===== src/logic/strap_pkg.sv =====
package strap_pkg;
  localparam int CLK_MHZ = 200;
  // Reference clock generation: 200 MHz / 4 = 50 MHz
  localparam int REF_DIV_HALF = 2;
  // Blink toggle period in ms
  localparam int BLINK_MS = 50;
  localparam int BLINK_CYCLES = BLINK_MS * 1000 * CLK_MHZ;
  localparam logic STRAP_SEL_RESET = 1'b1;
  localparam logic STRAP_REG_RESET = 1'b0;
  localparam int SYNC_STAGES = 2;
  typedef enum logic [2:0] {
    ST_STRAP = 3'b001,
    ST_RUN = 3'b010,
    ST_HOLD = 3'b100
  } phase_type;
endpackage


===== src/logic/strap_link_if.sv =====
`timescale 1ns/1ps
interface strap_link_if;
  logic irq_or_clkout_select_strap;
  logic regulator_off_strap;
  logic shared_irq_clock_pin;
  logic crystal_clock_input;
  logic carrier_valid_pin;
  logic hardware_reset_pin_n;
  modport device (
    input irq_or_clkout_select_strap,
    input regulator_off_strap,
    input crystal_clock_input,
    input carrier_valid_pin,
    input hardware_reset_pin_n,
    output shared_irq_clock_pin
  );
  modport host (
    output irq_or_clkout_select_strap,
    output regulator_off_strap,
    output crystal_clock_input,
    output carrier_valid_pin,
    output hardware_reset_pin_n,
    input shared_irq_clock_pin
  );
endinterface


===== src/logic/strap_device.sv =====
`timescale 1ns/1ps
// Notes on behaviour
// - Latch select strap at reset release edges
// - Select 0: shared pin drives 50MHz clock
// - Select 1: shared pin is active-low interrupt
// - Floating select defaults to interrupt mode
// - Clock-output mode suppresses every interrupt indication
// - Link signals timed by the reference clock; here they are sampled and driven on CLK
// - Transmit unbuffered, receive through elasticity buffer
// - Clock-input mode: system supplies 50MHz clock
// - Clock-output mode: 25MHz reference input only
// - Clock-output mode: MAC takes device clock
// - Regulator strap high disables regulator once captured at power-on
// - Regulator strap low enables internal regulator
// - Link LED on with link, blinks on carrier
// - Speed LED on at 100Mbps unless isolated, off otherwise
// - Link LED active-low when regulator strap high
// - Speed LED active-low when select strap high
// - Isolation ignores transmit inputs, keeps management
module strap_device
  import strap_pkg::*;
#(
  parameter int BLINK_COUNT = BLINK_CYCLES
) (
  input wire logic CLK,
  input wire logic RSTN,
  strap_link_if.device LINK,
  input wire logic LINK_UP,
  input wire logic SPEED_100,
  input wire logic ISOLATE,
  input wire logic IRQ_PENDING,
  input wire logic TX_EN,
  output logic LINK_ACTIVITY_LED,
  output logic SPEED_LED,
  output logic REGULATOR_ENABLE,
  output logic CLOCK_OUTPUT_MODE,
  output logic TX_ACCEPT
);
  logic sel_sync;
  logic reg_sync;
  logic rst_sync;
  logic carrier_sync;
  logic rst_prev;
  logic sel_latched;
  logic reg_latched;
  logic ref_clk;
  logic [1:0] div_count;
  logic [31:0] blink_count;
  logic blink_phase;
  logic next_link_led;
  logic next_speed_led;
  phase_type phase;
  logic [1:0] strap_wait;
  logic strap_done;

  // Sync resets to pulled-up select level
  level_sync #(.INIT(STRAP_SEL_RESET)) u_sel (
    .CLK(CLK), .RSTN(RSTN), .d(LINK.irq_or_clkout_select_strap), .q(sel_sync));
  level_sync #(.INIT(STRAP_REG_RESET)) u_reg (
    .CLK(CLK), .RSTN(RSTN), .d(LINK.regulator_off_strap), .q(reg_sync));
  level_sync #(.INIT(1'b0)) u_rst (
    .CLK(CLK), .RSTN(RSTN), .d(LINK.hardware_reset_pin_n), .q(rst_sync));
  // Carrier sampled on CLK, not on the divided reference clock
  level_sync #(.INIT(1'b0)) u_crs (
    .CLK(CLK), .RSTN(RSTN), .d(LINK.carrier_valid_pin), .q(carrier_sync));

  // Strap capture phase after power-on
  always_ff @(posedge CLK) begin
    if (!RSTN) begin
      phase <= ST_STRAP;
    end else begin
      case (phase)
        ST_STRAP: begin
          if (strap_done) begin
            phase <= ST_RUN;
          end
        end
        ST_RUN: begin
          if (!rst_sync) begin
            phase <= ST_HOLD;
          end
        end
        ST_HOLD: begin
          if (rst_sync) begin
            phase <= ST_RUN;
          end
        end
        default: begin
          phase <= ST_STRAP;
        end
      endcase
    end
  end

  always_ff @(posedge CLK) begin
    if (!RSTN) begin
      rst_prev <= 1'b0;
    end else begin
      rst_prev <= rst_sync;
    end
  end

  // Synchronisers restart from reset values, so wait until they hold the pins
  always_ff @(posedge CLK) begin
    if (!RSTN) begin
      strap_wait <= 2'h0;
    end else if (phase == ST_STRAP && !strap_done) begin
      strap_wait <= strap_wait + 2'h1;
    end
  end

  assign strap_done = (phase == ST_STRAP) && (strap_wait == 2'(SYNC_STAGES));

  // Capture at power-on and reset rising edge
  always_ff @(posedge CLK) begin
    if (!RSTN) begin
      sel_latched <= STRAP_SEL_RESET;
    end else if (strap_done || (rst_sync && !rst_prev)) begin
      sel_latched <= sel_sync;
    end
  end

  // Regulator strap sampled at power-on only
  always_ff @(posedge CLK) begin
    if (!RSTN) begin
      reg_latched <= STRAP_REG_RESET;
    end else if (strap_done) begin
      reg_latched <= reg_sync;
    end
  end

  always_ff @(posedge CLK) begin
    if (!RSTN) begin
      div_count <= 2'h0;
      ref_clk <= 1'b0;
    end else if (div_count == 2'(REF_DIV_HALF - 1)) begin
      div_count <= 2'h0;
      ref_clk <= ~ref_clk;
    end else begin
      div_count <= div_count + 2'h1;
    end
  end

  always_ff @(posedge CLK) begin
    if (!RSTN) begin
      LINK.shared_irq_clock_pin <= 1'b1;
    end else if (!sel_latched) begin
      LINK.shared_irq_clock_pin <= ref_clk;
    end else begin
      LINK.shared_irq_clock_pin <= ~IRQ_PENDING;
    end
  end

  // Blink timer runs while carrier active
  always_ff @(posedge CLK) begin
    if (!RSTN) begin
      blink_count <= 32'h0;
      blink_phase <= 1'b0;
    end else if (!carrier_sync) begin
      blink_count <= 32'h0;
      blink_phase <= 1'b0;
    end else if (blink_count == 32'(BLINK_COUNT - 1)) begin
      blink_count <= 32'h0;
      blink_phase <= ~blink_phase;
    end else begin
      blink_count <= blink_count + 32'h1;
    end
  end

  always_comb begin
    next_link_led = (LINK_UP && !(carrier_sync && blink_phase)) ^ reg_latched;
    next_speed_led = (SPEED_100 && !ISOLATE) ^ sel_latched;
  end

  always_ff @(posedge CLK) begin
    if (!RSTN) begin
      LINK_ACTIVITY_LED <= STRAP_REG_RESET;
      SPEED_LED <= STRAP_SEL_RESET;
    end else begin
      LINK_ACTIVITY_LED <= next_link_led;
      SPEED_LED <= next_speed_led;
    end
  end

  always_ff @(posedge CLK) begin
    if (!RSTN) begin
      REGULATOR_ENABLE <= 1'b1;
    end else begin
      REGULATOR_ENABLE <= ~reg_latched;
    end
  end

  always_ff @(posedge CLK) begin
    if (!RSTN) begin
      CLOCK_OUTPUT_MODE <= 1'b0;
    end else begin
      CLOCK_OUTPUT_MODE <= ~sel_latched;
    end
  end

  always_ff @(posedge CLK) begin
    if (!RSTN) begin
      TX_ACCEPT <= 1'b0;
    end else begin
      TX_ACCEPT <= TX_EN && !ISOLATE;
    end
  end
endmodule


===== src/logic/level_sync.sv =====
`timescale 1ns/1ps
module level_sync #(
  parameter logic INIT = 1'b0
) (
  input wire logic CLK,
  input wire logic RSTN,
  input wire logic d,
  output logic q
);
  logic stage;
  always_ff @(posedge CLK) begin
    if (!RSTN) begin
      stage <= INIT;
      q <= INIT;
    end else begin
      stage <= d;
      q <= stage;
    end
  end
endmodule


===== src/flat_wrapper.sv =====
// flat-port wrapper written by rule: the top's interface ports become plain ports
module strap_device_flat import strap_pkg::*;
#(
  parameter int BLINK_COUNT = BLINK_CYCLES
)
  (CLK, RSTN, LINK_UP, SPEED_100, ISOLATE, IRQ_PENDING, TX_EN, LINK_ACTIVITY_LED, SPEED_LED, REGULATOR_ENABLE, CLOCK_OUTPUT_MODE, TX_ACCEPT, LINK_irq_or_clkout_select_strap, LINK_regulator_off_strap, LINK_crystal_clock_input, LINK_carrier_valid_pin, LINK_hardware_reset_pin_n, LINK_shared_irq_clock_pin);
  strap_link_if LINK_i ();
  input wire logic CLK;
  input wire logic RSTN;
  input wire logic LINK_UP;
  input wire logic SPEED_100;
  input wire logic ISOLATE;
  input wire logic IRQ_PENDING;
  input wire logic TX_EN;
  output logic LINK_ACTIVITY_LED;
  output logic SPEED_LED;
  output logic REGULATOR_ENABLE;
  output logic CLOCK_OUTPUT_MODE;
  output logic TX_ACCEPT;
  input wire logic [$bits(LINK_i.irq_or_clkout_select_strap)-1:0] LINK_irq_or_clkout_select_strap;
  input wire logic [$bits(LINK_i.regulator_off_strap)-1:0] LINK_regulator_off_strap;
  input wire logic [$bits(LINK_i.crystal_clock_input)-1:0] LINK_crystal_clock_input;
  input wire logic [$bits(LINK_i.carrier_valid_pin)-1:0] LINK_carrier_valid_pin;
  input wire logic [$bits(LINK_i.hardware_reset_pin_n)-1:0] LINK_hardware_reset_pin_n;
  output wire logic [$bits(LINK_i.shared_irq_clock_pin)-1:0] LINK_shared_irq_clock_pin;
  assign LINK_i.irq_or_clkout_select_strap = LINK_irq_or_clkout_select_strap;
  assign LINK_i.regulator_off_strap = LINK_regulator_off_strap;
  assign LINK_i.crystal_clock_input = LINK_crystal_clock_input;
  assign LINK_i.carrier_valid_pin = LINK_carrier_valid_pin;
  assign LINK_i.hardware_reset_pin_n = LINK_hardware_reset_pin_n;
  assign LINK_shared_irq_clock_pin = LINK_i.shared_irq_clock_pin;
  strap_device #(.BLINK_COUNT(BLINK_COUNT)) u_core (.CLK(CLK), .RSTN(RSTN), .LINK(LINK_i), .LINK_UP(LINK_UP), .SPEED_100(SPEED_100), .ISOLATE(ISOLATE), .IRQ_PENDING(IRQ_PENDING), .TX_EN(TX_EN), .LINK_ACTIVITY_LED(LINK_ACTIVITY_LED), .SPEED_LED(SPEED_LED), .REGULATOR_ENABLE(REGULATOR_ENABLE), .CLOCK_OUTPUT_MODE(CLOCK_OUTPUT_MODE), .TX_ACCEPT(TX_ACCEPT));
endmodule

===== config.mk =====
export PLATFORM = sky130hd
export DESIGN_NAME = strap_device_flat
export DESIGN_NICKNAME = d
export VERILOG_FILES = /design/src/logic/strap_pkg.sv /design/src/logic/strap_link_if.sv /design/src/logic/strap_device.sv /design/src/logic/level_sync.sv /design/src/flat_wrapper.sv
export SDC_FILE = /design/constraint.sdc
export NUM_CORES = 1
export LEC_CHECK = 0
export ABC_CLOCK_PERIOD_IN_PS = 2450
export BUFFER_PORTS_ARGS = -buffer_cell sky130_fd_sc_hd__buf_2
export CAP_MARGIN = 20
export CORE_MARGIN = 10
export CORE_UTILIZATION = 50
export CTS_BUF_LIST = sky130_fd_sc_hd__clkbuf_4 sky130_fd_sc_hd__clkbuf_8 sky130_fd_sc_hd__clkbuf_16
export DETAILED_ROUTE_END_ITERATION = 8
export PLACE_DENSITY_LB_ADDON = 0.08
export SLEW_MARGIN = 20
export SYNTH_ARGS = -nofsm -noshare
export SYNTH_HDL_FRONTEND = slang
export SYNTH_SLANG_ARGS = --single-unit

===== constraint.sdc =====
create_clock -name CLK -period 2.45 [get_ports CLK]
set_clock_uncertainty 0.2 [all_clocks]
set_input_delay 0.245 -clock CLK [delete_from_list [all_inputs] [get_ports CLK]]
set_output_delay 0.245 -clock CLK [all_outputs]
set_load 0.01 [all_outputs]

==> qor.csv <==
stage;metric;value;unit
routing;DRC violations left;0;
routing;Final ANT Viol Nets;0;
power_and_ir_drop;overall power;2010;uW
layout;Diodes inserted;0;
critical_path;largest stage delay on the critical path;0.60;ns
sta;hold_ws;0.0358;ns
sta;Period minus WS final;2.15;ns
clock_network;Root Driver;clkbuf_8;
critical_path;required time worst endpoint;2.52;ns
sta;final hold violations;0;
layout;fin area;0.00286;sq mm
layout;area growth from synthesis to layout;16.6;%
clock_network;total clock sinks;58;
die;Top Ports;18;
sta;Tcrit/Tclk final;87.7;%
placed_design;IO Port Bufs;16;
yosys;top-area cell type share of the netlist area;47.3;%
clock_network;Post-CTS Setup Bufs;0;
global_routing;GRT overflow;0;
sta;final setup vio count;0;
routing;vias after detailed routing;1962;
global_routing;first-pass GRT wire length;8320;microns
critical_path;CP Class;reg2reg;
power_and_ir_drop;power per cell area;701;mW/mm^2
yosys;largest family of logic cells by synthesized area;simple AND/OR/NAND/NOR gates;
sta;measured slew at the worst slew-check pin;0.564;ns
critical_path;Crit Path Max Fanout;16;
yosys;Mapped Area;0.00246;sq mm
critical_path;reg2reg path depth;5;
clock_network;Max Buffers Root-to-Sink;2;
die;Die H;90.1;microns
sta;final worst slack;0.301;ns
routing;Detailed Routing Iterations Pass 1;4;
clock_network;clock slew at reported path FFs;0.06;ns
yosys;sequential share of the synthesized area;47.3;%
sta;Pins Over Slew Limit;0;
die;Rows;25;
critical_path;crit start category;flip-flop;
clock_network;clk_lat worst skew;0.34;ns
global_routing;largest net degree at the start of global routing;31;
layout;most frequent cells in the layout;58 x dfxtp_1, 22 x nand2_1, 20 x a21oi_1, 17 x nor2_1, 16 x buf_2;
placed_design;dpl ws;0.326;ns
global_routing;vias in the first global route;1852;
layout;layout net count;311;
yosys;Synth Area in Simple Gates;29.8;%
sta;Rel. slew slack;61.9;%
placed_design;dpl hpwl;3140;microns
run_status;status;finished clean;
clock_network;CTS tree;built;
hold_path;worst hold stages;4;
die;Die Wd;90.1;microns
sta;maximum clock rate;0.465;GHz
hold_path;Hold Crit Class;in2reg;
yosys;Synth Warn #;0;
critical_path;crit path cell chain;ha_1, and3_1, nand4_2, or4_1, a21oi_1;
die;Core Region;0.00475;sq mm
die;Initial Util;51.7;%
critical_path;Critical Path Sink Type;flip-flop;
layout;filler cell count;446;
clock_network;H-tree depth;3;
yosys;Mapped Cells;267;
routing;drt first-iter violations;99;
yosys;Mapped Nets;282;
placed_design;Routability Congestion;0.793;
yosys;multiplexer area fraction after synthesis;0.815;%
layout;commonest non-fill, non-tap cell in the layout;dfxtp_1;
routing;Routed WL;4610;microns
die;die area;0.00812;sq mm
yosys;post-synth top area cell;dfxtp_1;
critical_path;worst endpoint data arrival time;2.21;ns
sta;Setup TNS;0;ns
sta;RSZ-0062 raised after global routing;false;
layout;share of post-route cells with drive strength above 1;14.6;%
power_and_ir_drop;Max IR drop VDD;0.457;mV
yosys;syn avg cell area;9.20;sq um
yosys;post-synthesis xor/xnor area fraction;5.71;%
yosys;Adder-Cell Fraction of Synth Area;1.53;%
job;max_cap viols;0;
routing;DR WL/cell;12.5;microns
power_and_ir_drop;Lkg Pwr;0.000976;uW
yosys;Synth Area in Compound Gates;11.9;%
yosys;largest cells by area after synthesis;dfxtp_1 47%, a21oi_1 4.1%, xnor2_1 3.6%;
critical_path;CP max-delay cell;or4_1;
yosys;Cell variety after synth;42;
placed_design;Placement Cell Area;0.00260;sq mm
clock_network;Inserted Clock Buffers;9;
global_routing;initial antenna violation count;0;
routing;post-DR vias/cell;5.33;
yosys;Yosys reg bits;58;
global_routing;Total GRT Usage;12.2;%
state kept, by name, summed over array words and instances, names as in the netlist, 2 cells and up:
register and flops:
u_core.div_count 2, u_core.strap_wait 2, u_core.blink_count 32, u_core.phase 3
critical path, delay by kind of cell, from the launching register on:
kind / cells / cell delay (ns)
compound gates: 1 / 0.14
fa+ha+maj: 1 / 0.21
flops: 1 / 0.38
simple gates: 3 / 1.14
cell families (layout without fill, tap and decap cells):
logic type / Yosys count / in the layout
and+or+nand+nor: 124 / 124
DFF: 58 / 58
AOI/OAI and AO/OA: 48 / 48
xor gates and xnor gates: 16 / 16
buffers and inverters: 16 / 50
adders and majority gates: 3 / 3
muxes: 2 / 2
cell type report:
cell class	instances	area [sq um]	share of cell area, %
clock inverters	4	25.0	0.874
well taps	67	83.8	2.93
clock buffers	12	165	5.77
repair buffers	26	173	6.03
inverters	8	30.0	1.05
multi-input cells	193	1230	42.8
flip-flops and latches	58	1160	40.5
stage by stage:
stage	util (%)	cells
CTS	60.2	368
finish	60.2	368
detailed placement	54.8	345
global route	60.2	368
floorplan	-	267
global placement	54.8	345
per-layer routing:
layer  wire length, microns  GRT usage (%)  vias up
met4                     93           6.90        0
met2                   2060           18.0       29
met1                   2300           15.3      894
met5                      0              0        -
li1                       -              -     1029
met3                    158           4.07       10
report_power, final:
| part | switching [uW] | internal, uW |
|---|---|---|
| clock network | 376 | 446 |
| logic | 78.4 | 95.1 |
| registers | 26.3 | 987 |
timing repair:
action                    in CTS  in global routing
hold endpoints to repair       6                  0
hold buffers                   7                  0
resized for setup              0                  0
final timing paths:
kind | start | end | slack (ns)
worst max-delay path | u_core.blink_count[0] | u_core.blink_count[26] | 0.30
worst min-delay path | ISOLATE | u_core.SPEED_LED | 0.04
worst max register to register | u_core.blink_count[0] | u_core.blink_count[26] | 0.30
worst min register to register | u_core.u_sel.stage | u_core.u_sel.q | 0.21
synthesized netlist by cell type:
cell type and n:
o21bai_1 2, buf_2 4, nand2b_1 3, o32ai_1 1, nand3_2 2, a21oi_2 1, inv_1 8, nand3_1 10
o211a_1 1, xor2_1 6, and4_1 6, nor4_1 5, and4_2 1, a21oi_1 20, xnor2_1 10, or4_1 8
or3_1 9, and3b_1 2, dfxtp_1 58, nor4bb_1 2, o311ai_0 1, mux2i_1 2, o31ai_1 8, clkbuf_1 3
nor2_1 17, a221oi_1 1, nand4_1 7, buf_6 1, and3_2 1, ha_1 3, o21ai_0 11, and2_1 12
a31o_2 1, nor2b_1 5, nand2_1 22, nor3_1 3, and3_1 4, or4_4 1, nand4_2 1, or4b_1 1
o41ai_1 1, nor4b_1 2
(Power assumes the default switching activity.)
